### config.mk
export PLATFORM = sky130hd
export DESIGN_NAME = rcrb_top
export DESIGN_NICKNAME = d
export VERILOG_FILES = /design/src/hdl/rcrb_pkg.sv /design/src/hdl/rcrb_level_detect.sv /design/src/hdl/rcrb_top.sv
export SDC_FILE = /design/constraint.sdc
export NUM_CORES = 1
export LEC_CHECK = 0
export BUFFER_PORTS_ARGS = -buffer_cell sky130_fd_sc_hd__buf_2
export CAP_MARGIN = 25
export CORE_MARGIN = 4
export CORE_UTILIZATION = 40
export DETAILED_ROUTE_END_ITERATION = 16
export REMOVE_ABC_BUFFERS = 1
export SYNTH_ARGS = -nofsm -noshare
export SYNTH_HDL_FRONTEND = slang
export SYNTH_SLANG_ARGS = --single-unit
### constraint.sdc
create_clock -name clock -period 3.3 [get_ports clock]
set_input_delay 0.33 -clock clock [delete_from_list [all_inputs] [get_ports clock]]
set_output_delay 0.33 -clock clock [all_outputs]
set_load 0.05 [all_outputs]
### src/hdl/rcrb_pkg.sv
package rcrb_pkg;

  localparam logic [7:0] ADDR_GENERAL    = 8'h00;
  localparam logic [7:0] ADDR_DATAMOD    = 8'h01;
  localparam logic [7:0] ADDR_DEVIATION  = 8'h02;
  localparam logic [7:0] ADDR_BITRATE    = 8'h03;
  localparam logic [7:0] ADDR_FLOOR      = 8'h04;
  localparam logic [7:0] ADDR_FIFOSETUP  = 8'h05;
  localparam logic [7:0] ADDR_REFDIVA    = 8'h06;
  localparam logic [7:0] ADDR_FBDIVA     = 8'h07;
  localparam logic [7:0] ADDR_IRQSTATUS  = 8'h20;
  localparam logic [7:0] ADDR_IRQENABLE  = 8'h21;
  localparam logic [7:0] ADDR_IRQCLEAR   = 8'h22;
  localparam logic [7:0] ADDR_QLEVEL     = 8'h23;

  localparam logic [7:0] RST_GENERAL     = 8'h28;
  localparam logic [7:0] RST_DATAMOD     = 8'h88;
  localparam logic [7:0] RST_DEVIATION   = 8'h03;
  localparam logic [6:0] RST_RATE        = 7'h07;
  localparam logic [7:0] RST_FLOOR       = 8'h0c;
  localparam logic [7:0] RST_FIFOSETUP   = 8'h0f;
  localparam logic [7:0] RST_REFDIVA     = 8'h77;
  localparam logic [7:0] RST_FBDIVA      = 8'h64;

  // field positions
  localparam int GEN_SELECT_BIT    = 0;
  localparam int GEN_CMODE_LSB     = 5;
  localparam int DM_LOWER_BIT      = 5;
  localparam int DM_UPPER_BIT      = 2;
  localparam int DM_KIND_LSB       = 3;
  localparam int DM_GAIN_LSB       = 0;
  localparam int FS_DEPTH_LSB      = 6;
  localparam int FS_POINT_LSB      = 0;

  localparam logic [2:0] CMODE_STANDBY = 3'h1;
  localparam logic [2:0] CMODE_RECEIVE = 3'h3;
  localparam logic [2:0] CMODE_TRANSMIT = 3'h4;

  localparam int IRQ_BITS = 3;
  localparam int IRQ_LEVEL_BIT = 0;
  localparam int IRQ_WRITE_BIT = 1;
  localparam int IRQ_RESV_BIT  = 2;

  localparam real XTAL_REF_MHZ = 12.8;

  typedef enum logic [1:0] {
    RCRB_TH_FIXED   = 2'h0,
    RCRB_TH_PEAK    = 2'h1,
    RCRB_TH_AVERAGE = 2'h2,
    RCRB_TH_RESV    = 2'h3
  } rcrb_thresh_t;

  typedef enum logic [2:0] {
    RCRB_DM_CONT   = 3'b001,
    RCRB_DM_BUFFER = 3'b010,
    RCRB_DM_PACKET = 3'b100
  } rcrb_datamode_t;

  typedef enum logic [2:0] {
    RCRB_OP_STANDBY  = 3'b001,
    RCRB_OP_RECEIVE  = 3'b010,
    RCRB_OP_TRANSMIT = 3'b100
  } rcrb_opmode_t;

  typedef struct packed {
    logic [7:0] addr;
    logic [7:0] wdata;
    logic       wr;
    logic       rd;
  } rcrb_bus_req_t;

  typedef struct packed {
    rcrb_thresh_t   onoffThresholdKind;
    rcrb_datamode_t dataMode;
    logic [1:0]     intermediateGainSel;
    logic [5:0]     ifAttenHalfDb;
    logic [7:0]     deviationValue;
    logic [8:0]     deviationDivisor;
    logic [6:0]     rateDividerValue;
    logic [7:0]     rateDivisor;
    logic [7:0]     onoffFloorValue;
    logic [6:0]     queueDepthBytes;
    logic [5:0]     queueLevelIrqPoint;
    logic [7:0]     refCount;
    logic [7:0]     feedbackCount;
    logic           refSetAActive;
  } rcrb_cfg_t;

endpackage

### src/hdl/rcrb_level_detect.sv
`timescale 1ns/10ps
// fifo threshold event generator, direction depends on operating mode
module rcrb_level_detect (
  input  wire logic                  clock,
  input  wire logic                  rst_n,
  input  wire rcrb_pkg::rcrb_opmode_t opMode,
  input  wire logic [6:0]            fillLevel,
  input  wire logic [5:0]            thresholdPoint,
  output logic                       levelEvent
);

  typedef struct packed {
    logic above;
  } rcrb_lvl_state_t;

  rcrb_lvl_state_t state_q;
  rcrb_lvl_state_t state_d;
  logic            cond;

  always_comb begin
    state_d = state_q;
    cond    = 1'b0;
    case (opMode)
      // transmit: fires when fill drains to the point
      rcrb_pkg::RCRB_OP_TRANSMIT: cond = fillLevel <= {1'b0, thresholdPoint};
      // receive and standby: fires when fill exceeds the point
      rcrb_pkg::RCRB_OP_RECEIVE:  cond = fillLevel > {1'b0, thresholdPoint};
      rcrb_pkg::RCRB_OP_STANDBY:  cond = fillLevel > {1'b0, thresholdPoint};
      default:                    cond = 1'b0;
    endcase
    state_d.above = cond;
    levelEvent = cond & ~state_q.above;
  end

  always_ff @(posedge clock) begin
    if (!rst_n) begin
      state_q <= '0;
    end else begin
      state_q <= state_d;
    end
  end

endmodule

### src/hdl/rcrb_top.sv
// Design decision made here: the plain strobed port.
`timescale 1ns/10ps
module rcrb_top (
  input  wire logic                 clock,
  input  wire logic                 rst_n,
  input  wire logic [7:0]           regAddr,
  input  wire logic [7:0]           regWdata,
  input  wire logic                 regWrite,
  input  wire logic                 regRead,
  output logic [7:0]                regRdata,
  input  wire logic [6:0]           queueFill,
  input  wire logic [7:0]           refCountB,
  input  wire logic [7:0]           feedbackCountB,
  output rcrb_pkg::rcrb_cfg_t       cfg,
  output logic                      irq
);

  typedef struct packed {
    logic [7:0]          general_setup_register;
    logic [7:0]          data_modulation_config;
    logic [7:0]          freq_deviation_value;
    logic [6:0]          bit_rate_divider;
    logic [7:0]          ook_floor_level;
    logic [7:0]          fifo_setup;
    logic [7:0]          pll_ref_divider_a;
    logic [7:0]          pll_feedback_divider_a;
    logic [2:0]          irqStatus;
    logic [2:0]          irqEnable;
    logic [7:0]          rdata;
    rcrb_pkg::rcrb_cfg_t cfg;
  } rcrb_state_t;

  rcrb_state_t           state_q;
  rcrb_state_t           state_d;
  rcrb_pkg::rcrb_bus_req_t req;
  rcrb_pkg::rcrb_opmode_t  opMode;
  logic                  levelEvent;
  logic [2:0]            irqEvents;

  function automatic logic hit(input logic [7:0] a, input logic [7:0] off);
    hit = (a == off);
  endfunction

  function automatic rcrb_pkg::rcrb_datamode_t decodeMode(input logic [7:0] dm);
    if (dm[rcrb_pkg::DM_UPPER_BIT]) begin
      decodeMode = rcrb_pkg::RCRB_DM_PACKET;
    end else if (dm[rcrb_pkg::DM_LOWER_BIT]) begin
      decodeMode = rcrb_pkg::RCRB_DM_BUFFER;
    end else begin
      decodeMode = rcrb_pkg::RCRB_DM_CONT;
    end
  endfunction

  function automatic rcrb_pkg::rcrb_opmode_t decodeOp(input logic [2:0] cm);
    case (cm)
      rcrb_pkg::CMODE_TRANSMIT: decodeOp = rcrb_pkg::RCRB_OP_TRANSMIT;
      rcrb_pkg::CMODE_RECEIVE:  decodeOp = rcrb_pkg::RCRB_OP_RECEIVE;
      default:                  decodeOp = rcrb_pkg::RCRB_OP_STANDBY;
    endcase
  endfunction

  assign req.addr  = regAddr;
  assign req.wdata = regWdata;
  assign req.wr    = regWrite;
  assign req.rd    = regRead;

  assign opMode = decodeOp(state_q.general_setup_register[rcrb_pkg::GEN_CMODE_LSB +: 3]);

  rcrb_level_detect u_level (
    .clock          (clock),
    .rst_n          (rst_n),
    .opMode         (opMode),
    .fillLevel      (queueFill),
    .thresholdPoint (state_q.fifo_setup[rcrb_pkg::FS_POINT_LSB +: 6]),
    .levelEvent     (levelEvent)
  );

  always_comb begin
    irqEvents = '0;
    irqEvents[rcrb_pkg::IRQ_LEVEL_BIT] = levelEvent;
    irqEvents[rcrb_pkg::IRQ_WRITE_BIT] = req.wr &
      (hit(req.addr, rcrb_pkg::ADDR_GENERAL) | hit(req.addr, rcrb_pkg::ADDR_REFDIVA) |
       hit(req.addr, rcrb_pkg::ADDR_FBDIVA));
  end

  always_comb begin
    state_d = state_q;
    state_d.rdata = 8'h00;
    if (req.wr) begin
      case (req.addr)
        rcrb_pkg::ADDR_GENERAL:   state_d.general_setup_register = req.wdata;
        rcrb_pkg::ADDR_DATAMOD:   state_d.data_modulation_config = req.wdata;
        rcrb_pkg::ADDR_DEVIATION: state_d.freq_deviation_value = req.wdata;
        rcrb_pkg::ADDR_BITRATE:   state_d.bit_rate_divider = req.wdata[6:0];
        rcrb_pkg::ADDR_FLOOR:     state_d.ook_floor_level = req.wdata;
        rcrb_pkg::ADDR_FIFOSETUP: state_d.fifo_setup = req.wdata;
        rcrb_pkg::ADDR_REFDIVA:   state_d.pll_ref_divider_a = req.wdata;
        rcrb_pkg::ADDR_FBDIVA:    state_d.pll_feedback_divider_a = req.wdata;
        rcrb_pkg::ADDR_IRQENABLE: state_d.irqEnable = req.wdata[2:0];
        rcrb_pkg::ADDR_IRQCLEAR:  state_d.irqStatus = state_q.irqStatus & ~req.wdata[2:0];
        default:                  state_d.rdata = 8'h00;
      endcase
    end
    // set wins over clear
    state_d.irqStatus = state_d.irqStatus | irqEvents;
    if (req.rd) begin
      case (req.addr)
        rcrb_pkg::ADDR_GENERAL:   state_d.rdata = state_q.general_setup_register;
        rcrb_pkg::ADDR_DATAMOD:   state_d.rdata = state_q.data_modulation_config;
        rcrb_pkg::ADDR_DEVIATION: state_d.rdata = state_q.freq_deviation_value;
        rcrb_pkg::ADDR_BITRATE:   state_d.rdata = {1'b0, state_q.bit_rate_divider};
        rcrb_pkg::ADDR_FLOOR:     state_d.rdata = state_q.ook_floor_level;
        rcrb_pkg::ADDR_FIFOSETUP: state_d.rdata = state_q.fifo_setup;
        rcrb_pkg::ADDR_REFDIVA:   state_d.rdata = state_q.pll_ref_divider_a;
        rcrb_pkg::ADDR_FBDIVA:    state_d.rdata = state_q.pll_feedback_divider_a;
        rcrb_pkg::ADDR_IRQSTATUS: state_d.rdata = {5'h00, state_q.irqStatus};
        rcrb_pkg::ADDR_IRQENABLE: state_d.rdata = {5'h00, state_q.irqEnable};
        rcrb_pkg::ADDR_QLEVEL:    state_d.rdata = {1'b0, queueFill};
        default:                  state_d.rdata = 8'h00;
      endcase
    end
    // decoded configuration, registered
    state_d.cfg.onoffThresholdKind = rcrb_pkg::rcrb_thresh_t'(
      state_q.data_modulation_config[rcrb_pkg::DM_KIND_LSB +: 2]);
    state_d.cfg.dataMode = decodeMode(state_q.data_modulation_config);
    state_d.cfg.intermediateGainSel =
      state_q.data_modulation_config[rcrb_pkg::DM_GAIN_LSB +: 2];
    // attenuation in half dB: 0, 9, 18, 27
    state_d.cfg.ifAttenHalfDb = 6'(9 * state_d.cfg.intermediateGainSel);
    state_d.cfg.deviationValue = state_q.freq_deviation_value;
    state_d.cfg.deviationDivisor = {1'b0, state_q.freq_deviation_value} + 9'h001;
    state_d.cfg.rateDividerValue = state_q.bit_rate_divider;
    state_d.cfg.rateDivisor = {1'b0, state_q.bit_rate_divider} + 8'h01;
    state_d.cfg.onoffFloorValue = state_q.ook_floor_level;
    state_d.cfg.queueDepthBytes = 7'({state_q.fifo_setup[rcrb_pkg::FS_DEPTH_LSB +: 2], 4'h0})
      + 7'h10;
    state_d.cfg.queueLevelIrqPoint = state_q.fifo_setup[rcrb_pkg::FS_POINT_LSB +: 6];
    state_d.cfg.refSetAActive =
      ~state_q.general_setup_register[rcrb_pkg::GEN_SELECT_BIT];
    if (state_d.cfg.refSetAActive) begin
      state_d.cfg.refCount      = state_q.pll_ref_divider_a;
      state_d.cfg.feedbackCount = state_q.pll_feedback_divider_a;
    end else begin
      state_d.cfg.refCount      = refCountB;
      state_d.cfg.feedbackCount = feedbackCountB;
    end
  end

  always_ff @(posedge clock) begin
    if (!rst_n) begin
      state_q <= '0;
      state_q.general_setup_register <= rcrb_pkg::RST_GENERAL;
      state_q.data_modulation_config <= rcrb_pkg::RST_DATAMOD;
      state_q.freq_deviation_value   <= rcrb_pkg::RST_DEVIATION;
      state_q.bit_rate_divider       <= rcrb_pkg::RST_RATE;
      state_q.ook_floor_level        <= rcrb_pkg::RST_FLOOR;
      state_q.fifo_setup             <= rcrb_pkg::RST_FIFOSETUP;
      state_q.pll_ref_divider_a      <= rcrb_pkg::RST_REFDIVA;
      state_q.pll_feedback_divider_a <= rcrb_pkg::RST_FBDIVA;
      state_q.cfg.onoffThresholdKind <= rcrb_pkg::RCRB_TH_PEAK;
      state_q.cfg.dataMode           <= rcrb_pkg::RCRB_DM_CONT;
      state_q.cfg.deviationValue     <= rcrb_pkg::RST_DEVIATION;
      state_q.cfg.deviationDivisor   <= 9'h004;
      state_q.cfg.rateDividerValue   <= rcrb_pkg::RST_RATE;
      state_q.cfg.rateDivisor        <= 8'h08;
      state_q.cfg.onoffFloorValue    <= rcrb_pkg::RST_FLOOR;
      state_q.cfg.queueDepthBytes    <= 7'h10;
      state_q.cfg.queueLevelIrqPoint <= 6'h0f;
      state_q.cfg.refCount           <= rcrb_pkg::RST_REFDIVA;
      state_q.cfg.feedbackCount      <= rcrb_pkg::RST_FBDIVA;
      state_q.cfg.refSetAActive      <= 1'b1;
    end else begin
      state_q <= state_d;
    end
  end

  assign regRdata = state_q.rdata;
  assign cfg      = state_q.cfg;
  assign irq      = |(state_q.irqStatus & state_q.irqEnable);

endmodule
==> After elaboration in Yosys (flattened, before gate mapping) <==
Index checks and enable logic that the tools add are counted.
{ "totals": {"memories": 0, "latchBits": 0, "ram_bits": 0, "romBits": 0, "inputBits": 43, "regBits": 161} }
{ "op_classes": {"n_mul": 1, "n_addsub": 3, "n_lt_le_gt_ge": 2, "bitwise": 11, "n_eq_ne": 16, "n_shift": 0, "n_mux": 10, "n_reduce_logical": 13, "div_mod_pow": 0} }
{ "ops": {"columns": ["cell", "n"], "rows": [
  ["$pmux W8 S11", 1],
  ["$eq A8 B3 Y1 const B", 4],
  ["$eq A8 B6 Y1 const B", 4],
  ["$reduce_and A2 Y1", 9],
  ["$eq A8 B2 Y1 const B", 2],
  ["$mux W16", 1],
  ["$mux W14", 1],
  ["$add A8 B1 Y9 const B", 1],
  ["$mux W3", 3],
  ["$add A7 B1 Y8 const B", 1],
  ["$eq A8 B1 Y1 const B", 1],
  ["$logic_not A8 Y1", 1],
  ["$mux W8", 1],
  ["$add A6 B5 Y7 const B", 1],
  ["$gt A7 B6 Y1", 1],
  ["$le A7 B6 Y1", 1],
  ["$and A3 B3 Y3", 2],
  ["$eq A3 B2 Y1 const B", 2],
  ["$eq A3 B3 Y1 const B", 2],
  ["$mul A4 B2 Y6 const A", 1],
  ["$pmux W3 S2", 1],
  ["$reduce_or A2 Y1", 2],
  ["$eq A3 B1 Y1 const B", 1],
  ["$not A1 Y1", 3],
  ["7 further kinds", 9]
]} }

==> Longest topological paths before layout <==
Gate-level depths: netlist of run 1.
{ "logic_depth": {"word_depth": 7, "depth_mapped": 7} }

==> Cells and area by module <==
Synthesis of run 1 repeated with hierarchy kept, for this count alone.
{ "hier_totals": {"cells_unflattened": 678, "hier_area_um2": 6887.9} }
{ "modules_own_cells": {"columns": ["mod", "area_each_um2", "cells_each", "instances", "seq_area_each_um2"], "rows": [
  ["rcrb_top", 6646.4, 650, 1, 3002.9],
  ["rcrb_level_detect", 241.5, 28, 1, 20.0]
]} }

==> Least setup slack after synthesis of run 1 <==
Ideal clock, no wire load.
{ "synth_timing": {"kind": "input to register", "from": "input regAddr[4]", "to": "register state_q, in the netlist state_d[17]", "arrival_time_ns": 1.775, "cell_stages": 6, "required_time_ns": 3.171, "setup_slack_ns": 1.396, "setup_time_ns": 0.129, "path_cell_list": "or4_4 nor3b_4 and2_1 buf_4 mux2i_1 nand2_1"} }
{ "synth_via": {"elab_chain_len": 2} }
{ "synth_lines": {"columns": ["item", "line", "source"], "rows": [
  ["start: declaration", "rcrb_top.sv:6", "input wire logic [7:0] regAddr,"],
  ["$eq A8 B3 Y1", "rcrb_top.sv:90", "case (req.addr)"],
  ["$reduce_and A2 Y1 (no source line)", null, null],
  ["end signal: assignment", "rcrb_top.sv:173", "state_q <= state_d;"],
  ["end: declaration", "rcrb_top.sv:33", "rcrb_state_t state_q;"]
]} }
Every way passes these cells.
A chain may end at the register's enable or synchronous reset.

==> Worst setup path after layout of run 1 <==
{ "layout_timing": {"from": "input regAddr[5]", "to": "register state_q[109] (netlist bit)"} }
Same word-level chain as after synthesis.

==> results by group, run 1 <==
Setup path
  – Worst EP arrival: 2.53 ns
  – Startpoint-to-endpoint class of the critical path: primary input to register
  – CP cell instances: buf_2 -> or4_4 -> nor3b_4 -> and3_1 -> mux2i_1 -> nand2_1
  – Startpoint types: primary input
  – Type of destination of the critical path: register
  – Origin of the critical flop-to-flop path: state_d[21]
  – Cell at the slowest stage of the critical path: sky130_fd_sc_hd__and3_1
  – Setup crit end: state_q[109]
  – R2R setup slack: 1.55 ns
  – Destination of the worst register-to-register timing path: state_q[94]
  – Length in cells of the worst reg-to-reg path: 7
  – Max FO, Critical Path: 15
  – Max incr delay on CP: 0.63 ns
  – Startpoint of the worst setup timing path: regAddr[5]
  – WP data required: 3.59 ns

Timing
  – Unrepaired setup endpoints after global routing: false
  – Hold_ws: 0.1170 ns
  – Summed negative setup slack over all endpoints: 0 ns
  – Clock period minus worst slack: 2.232 ns
  – Maximum clock skew at final layout: 0.008821 ns
  – Number of hold violations in the final report: 0
  – Measured slew at the worst slew-check pin: 0.7829 ns
  – Worst relative slew slack: 47.70%
  – Final critical-path share of the clock period: 67.64%
  – Max Transition Viols Final: 0
  – Final count of negative-setup-slack endpoints: 0
  – Max Freq: 448.0 MHz

Power and ir drop
  – Logic gate share of total power: 4.7%
  – Static leakage: 0.003119 µW
  – Share of total power in the clock network: 45.8%
  – Share of power burned in registers: 49.5%
  – VDD IR-drop max: 0.3466 mV
  – Internal Power: 2838 µW
  – Switching Power: 860.3 µW
  – Total power density per cell area: 501.3 mW/mm²
  – Switching portion of total power: 23.26%

Clock tree
  – Buffer depth of the longest clock path: 2
  – Clock input transition at the sequential cells of the worst setup and hold paths: 0.06 ns
  – TritonCTS Buffers: 17
  – Sinks on the clock net: 151
  – Clk Tree Root Cell: sky130_fd_sc_hd__clkbuf_16
  – Skew-Pair Late Insertion Delay: 0.43 ns
  – Buffers inserted during post-CTS setup optimization: 0
  – H-tree Lvls: 4
  – CTS hold repair buffers: 0
  – CTS tree: built
  – CTS-repair resized insts: 0

Layout
  – Number of diodes added for antenna fixing: 0
  – Area occupied by multi-input gates: 0.002801 mm²
  – Seq. cell area: 0.003023 mm²
  – Most common library cell in the layout ignoring fill and taps: sky130_fd_sc_hd__dfxtp_1
  – Layout filler cell count: 1,610
  – P&R area growth vs syn: 10.27%
  – Commonest cells after routing, fill and taps aside: sky130_fd_sc_hd__dfxtp_1 (151), sky130_fd_sc_hd__buf_2 (127), sky130_fd_sc_hd__mux2i_1 (78)
  – Count of nets after finishing: 767
  – Layout cells sized above 1: 24.76%

Status
  – Run status: complete, no violations

Floorplanning
  – Area of the die: 0.01886 mm²
  – Rows: 47
  – Chip Height: 137.3 µm
  – Boundary Pins: 135
  – Core ar.: 0.01647 mm²
  – Die span in x: 137.3 µm
  – Effective utilization at floorplan: 40.63%

Drt
  – Final routed wire length divided by cell count: 16.56 µm
  – Post-route DRC: 0
  – Overall routed net length: 15.69 mm
  – Vias: 4,501
  – Detailed-routing iteration count for the pre-antenna-repair pass: 4
  – Number of nets with antenna violations after detailed routing: 0
  – Drt initial violations: 230
  – Routed vias/inst: 4.753

Synthesis
  – Synthesized flop and latch total: 151
  – Number of synthesis warnings: 0
  – Sequential share of the synthesized area: 45.18%
  – Top FF cell, synth: sky130_fd_sc_hd__dfxtp_1
  – Number of enable flip-flop cells after synthesis: 0
  – Gate Count Post-Synth: 684
  – Avg Cell Area, Syn: 9.781 µm²
  – Async S/R FF share, synth: 0%
  – Post-synthesis instance area: 0.006690 mm²
  – Distinct cells, synth: 44

Job
  – Maxcap violations: 0

Placement
  – Weighted congestion at the end of routability-driven global placement: 0.8478
  – Port buffer count: 128
  – Detailed placer's ending HPWL: 11.24 mm

GRT
  – Vias in the first global route: 4,566
  – GR Overflow Total: 0
  – Number of antenna violations at the first check in global routing: 0
  – Aggregate global-route resource usage: 17.39%
  – Maximum number of pins on one net before global-route repair: 110
  – Wire length of the first global-routing pass: 24.97 mm

Hold path
  – Classification of the worst-slack hold path: primary input to register
## worst min-delay path by stage
stage | from | to | cells past startpoint | slack [ns]
6_report | refCountB[5] | cfg[14] | 3 | 0.12
3_3_place_gp | state_q[119] | cfg[27] | 1 | 0.44
5_1_grt | refCountB[5] | cfg[14] | 3 | 0.10
4_1_cts | feedbackCountB[6] | cfg[7] | 3 | 0.11
2_1_floorplan | state_q[119] | cfg[27] | 1 | 0.38
3_5_place_dp | state_q[119] | cfg[27] | 1 | 0.44
## layout make-up
cell class | instances | share of cell area [%]
flip-flops and latches | 151 | 40.98
multi-input cells | 398 | 37.97
repair buffers | 137 | 9.803
clock buffers | 19 | 5.868
well taps | 220 | 3.731
clock inverters | 12 | 1.136
inverters | 10 | 0.5088
## registers in the layout (all words and copies together), names as in the netlist
name and count:
cfg 73, regRdata 8, state_d 33, state_q 36
u_level.state_q 1
## kinds of logic after synthesis
family,Yosys count,synth area share (%)
AO/OA/AOI/OAI,60,5.966
XOR/XNOR,12,1.571
adder cells (fa/ha/maj),9,1.683
buffers and inverters,140,13.22
flip-flops,151,45.18
multiplexers,87,14.36
other,1,0.05605
AND/OR/NAND/NOR,224,17.95
## power by group through the flow
stage	Clock, µW	Combinational, µW	Sequential (µW)
3_3_place_gp	0	172	1870
2_1_floorplan	0	67.5	1870
4_1_cts	1740	176	1830
5_1_grt	1830	190	1830
3_5_place_dp	0	175	1870
6_report	1690	175	1830
## stage by stage
stage	utilization (%)	cells	power, µW	area, µm²	setup slack, ns
2_1_floorplan	-	559	1940	5862	0.8284
3_5_place_dp	41.66	916	2045	6860	0.6390
5_1_grt	44.80	947	3851	7377	0.9323
4_1_cts	44.80	947	3742	7377	1.109
6_report	44.80	947	3698	7377	1.068
3_3_place_gp	41.66	916	2042	6860	0.7149
## Yosys cell counts (2+ instances only)
master / instances / area (µm²)
sky130_fd_sc_hd__a21boi_0: 11 / 82.58
sky130_fd_sc_hd__a21o_1: 2 / 15.01
sky130_fd_sc_hd__a21oi_1: 9 / 45.04
sky130_fd_sc_hd__a22o_1: 3 / 26.28
sky130_fd_sc_hd__a22oi_1: 9 / 67.56
sky130_fd_sc_hd__and2_1: 37 / 231.5
sky130_fd_sc_hd__and3_1: 14 / 87.58
sky130_fd_sc_hd__buf_2: 5 / 25.02
sky130_fd_sc_hd__buf_4: 94 / 705.7
sky130_fd_sc_hd__clkbuf_1: 30 / 112.6
sky130_fd_sc_hd__dfxtp_1: 151 / 3023
sky130_fd_sc_hd__ha_1: 9 / 112.6
sky130_fd_sc_hd__inv_1: 10 / 37.54
sky130_fd_sc_hd__mux2_2: 2 / 22.52
sky130_fd_sc_hd__mux2i_1: 78 / 780.8
sky130_fd_sc_hd__mux4_2: 7 / 157.7
sky130_fd_sc_hd__nand2_1: 73 / 274.0
sky130_fd_sc_hd__nand2b_1: 9 / 56.30
sky130_fd_sc_hd__nand3_1: 28 / 140.1
sky130_fd_sc_hd__nor2_1: 10 / 37.54
sky130_fd_sc_hd__nor2b_1: 43 / 269.0
sky130_fd_sc_hd__o211ai_1: 3 / 22.52
sky130_fd_sc_hd__o21ai_0: 15 / 75.07
sky130_fd_sc_hd__o2bb2ai_1: 2 / 17.52
sky130_fd_sc_hd__xnor2_1: 10 / 87.58
sky130_fd_sc_hd__xor2_1: 2 / 17.52
## worst max-delay path, delay by kind of cell
family                 cells  cell delay, ns
muxes                      1            0.25
buffers and inverters      1            0.13
and+or+nand+nor            4            1.82
## per-layer routing
metal  share of wire, %  up-vias  global-route usage (%)  wire length (µm)
met1                 45     2084                   22.55              7027
met3                6.8       18                   4.456              1061
li1                   -     2251                       -                 -
met5                  0        -                       0                 0
met4                1.3        0                   6.929               206
met2                 47      148                   27.71              7390
(Power assumes the default switching activity.)
==> run 2: changes to the inputs <==
==> constraint.sdc (replaced) <==
create_clock -name clock -period 2.1 [get_ports clock]
set_input_delay 0.21 -clock clock [delete_from_list [all_inputs] [get_ports clock]]
set_output_delay 0.21 -clock clock [all_outputs]
set_load 0.05 [all_outputs]
==> results by group, run 2 (same netlist as run 1, synthesis figures left out) <==
Job
  – Maxcap violations: 0 (unchanged)

Floorplanning
  – Die span in x: 137.3 µm (unchanged)
  – Core ar.: 0.01647 mm² (unchanged)
  – Boundary Pins: 135 (unchanged)
  – Rows: 47 (unchanged)
  – Effective utilization at floorplan: 40.63% (unchanged)
  – Area of the die: 0.01886 mm² (unchanged)
  – Chip Height: 137.3 µm (unchanged)

Setup path
  – Cell at the slowest stage of the critical path: sky130_fd_sc_hd__dfxtp_1
  – Length in cells of the worst reg-to-reg path: 7 (unchanged)
  – CP cell instances: inv_1 -> ha_1 -> a21o_1 -> a211o_1 -> o21bai_1 -> xnor2_1 -> o21ai_0
  – Destination of the worst register-to-register timing path: state_q[94]
  – Startpoint-to-endpoint class of the critical path: register to register
  – Type of destination of the critical path: register
  – Max FO, Critical Path: 4 (-11)
  – R2R setup slack: 0.36 ns (-1.19 ns)
  – Max incr delay on CP: 0.39 ns (-0.24 ns)
  – Origin of the critical flop-to-flop path: state_d[21]
  – Startpoint types: register
  – Worst EP arrival: 2.04 ns (-0.49 ns)
  – WP data required: 2.41 ns (-1.18 ns)

Clock tree
  – CTS tree: built
  – Buffer depth of the longest clock path: 2 (unchanged)
  – Clk Tree Root Cell: sky130_fd_sc_hd__clkbuf_16
  – Clock input transition at the sequential cells of the worst setup and hold paths: 0.06 ns (about the same)
  – H-tree Lvls: 4 (unchanged)
  – CTS-repair resized insts: 0 (unchanged)
  – Buffers inserted during post-CTS setup optimization: 0 (unchanged)
  – TritonCTS Buffers: 17 (unchanged)
  – Skew-Pair Late Insertion Delay: 0.42 ns (about the same)
  – CTS hold repair buffers: 7 (+7)
  – Sinks on the clock net: 151 (unchanged)

Placement
  – Instance count after placement with tap cells included: 934 (+2.0%)
  – Detailed placer's ending HPWL: 11.40 mm (+1.4%)
  – Weighted congestion at the end of routability-driven global placement: 0.8608 (+1.5%)
  – Port buffer count: 128 (unchanged)

GRT
  – Number of antenna violations at the first check in global routing: 0 (unchanged)
  – Vias in the first global route: 4,673 (+2.3%)
  – Maximum number of pins on one net before global-route repair: 109 (-0.91%)
  – Aggregate global-route resource usage: 17.30% (-0.086 points)
  – GR Overflow Total: 0 (unchanged)
  – Wire length of the first global-routing pass: 24.92 mm (-0.20%)

Layout
  – Largest register FFs: 73 (unchanged)
  – Commonest cells after routing, fill and taps aside: sky130_fd_sc_hd__dfxtp_1 (151), sky130_fd_sc_hd__buf_2 (127), sky130_fd_sc_hd__mux2i_1 (78)
  – Final Non-Filler Cells: 973 (+2.7%)
  – P&R area growth vs syn: 16.12%
  – Register name with the most flops: cfg
  – Final Core Density: 47.18% (+2.4 points)
  – Number of diodes added for antenna fixing: 0 (unchanged)
  – Layout cells sized above 1: 26.56% (+1.8 points)
  – Most common library cell in the layout ignoring fill and taps: sky130_fd_sc_hd__dfxtp_1
  – Count of nets after finishing: 792 (+3.3%)

Drt
  – Routed vias/inst: 4.733 (-0.42%)
  – Number of nets with antenna violations after detailed routing: 0 (unchanged)
  – Final routed wire length divided by cell count: 16.29 µm (-1.6%)
  – Drt initial violations: 218 (-5.2%)
  – Detailed-routing iteration count for the pre-antenna-repair pass: 4 (unchanged)
  – Post-route DRC: 0 (unchanged)
  – Vias: 4,605 (+2.3%)
  – Overall routed net length: 15.85 mm (+1.1%)

Hold path
  – Worst Hold Depth: 3 (unchanged)
  – Hold endpoint: cfg[10]
  – Classification of the worst-slack hold path: primary input to register
  – Min-Delay Startpoint: refCountB[1]

Timing
  – Clock period minus worst slack: 1.737 ns
  – Final critical-path share of the clock period: 82.72%
  – Hold_ws: 0.02927 ns (-0.08769 ns)
  – Final count of negative-setup-slack endpoints: 0 (unchanged)
  – Max Transition Viols Final: 0 (unchanged)
  – Maximum clock skew at final layout: 0.006984 ns (-0.001837 ns)
  – Measured slew at the worst slew-check pin: 0.5513 ns (-0.2317 ns)
  – Number of hold violations in the final report: 0 (unchanged)
  – Max Freq: 575.7 MHz
  – Unrepaired setup endpoints after global routing: false
  – Worst relative slew slack: 63.17% (+15 points)

Power and ir drop
  – Static leakage: 0.003326 µW (+6.6%)
  – Total power density per cell area: 843.7 mW/mm² (+68%)
  – VDD IR-drop max: 0.5580 mV (+61%)

Status
  – Run status: complete, no violations
-- run 2: cell count changes in the layout (fill, tap and decap cells not counted), moves of 2 or more --
cell,change
sky130_fd_sc_hd__clkbuf_8,+3
sky130_fd_sc_hd__buf_4,+15
sky130_fd_sc_hd__buf_12,+3
sky130_fd_sc_hd__clkinvlp_4,-2
sky130_fd_sc_hd__clkinv_2,-3
sky130_fd_sc_hd__bufinv_16,+5
sky130_fd_sc_hd__dlygate4sd3_1,+7
-- run 2: area by class of cell --
type | count | area (µm²)
Fill cell | 1590 | 8697
Sequential cell | 151 | 3023
Multi-Input combinational cell | 398 | 2801
Timing Repair Buffer | 162 | 965.9
Clock buffer | 21 | 470.5
Tap cell | 220 | 275.3
Clock inverter | 11 | 195.2
Inverter | 10 | 37.54
-- run 2: metal layers --
metal	vias up	global-route usage [%]	share of wire, %
met2	141	27.71	48
met4	0	6.984	1.5
met5	-	0	0
li1	2294	-	-
met3	18	4.164	5.2
met1	2152	22.46	45
-- run 2: per-stage QoR --
step	power (µW)	setup TNS, ns	setup WS [ns]	cell area (µm²)
after floorplan	3048	-3.419	-0.2516	5862
after global placement	3220	0	0.04999	7033
after detailed placement	3224	0	0.01862	7033
after CTS	6633	0	0.3714	7769
after global routing	6780	0	0.2629	7769
final	6555	0	0.3630	7769
-- run 2: how the worst max path moves through the flow --
stage,start,endpoint,slack (ns),cells after the start
CTS,state_d[21],state_q[94],0.37,7
detailed placement,regAddr[4],state_q[105],0.02,7
floorplan,regAddr[4],state_d[62],-0.25,5
finish,state_d[21],state_q[94],0.36,7
global placement,regAddr[4],state_q[99],0.05,7
global route,state_d[21],state_q[94],0.26,7
-- run 2: power by group --
part | total (µW) | leakage [µW] | switching [µW] | internal, µW
combinational | 296 | 0.00179 | 183 | 113
sequential | 2880 | 0.00122 | 4.62 | 2870
clock | 3380 | 0.000315 | 1180 | 2210
total | 6550 | 0.00333 | 1370 | 5190
-- run 2: worst max-delay path: cells and delay by family, from the launching register on --
kind | cells | cell delay, ns
flops | 1 | 0.39
fa+ha+maj | 1 | 0.30
xor+xnor | 1 | 0.16
buf+inv | 1 | 0.06
compound gates | 4 | 0.71
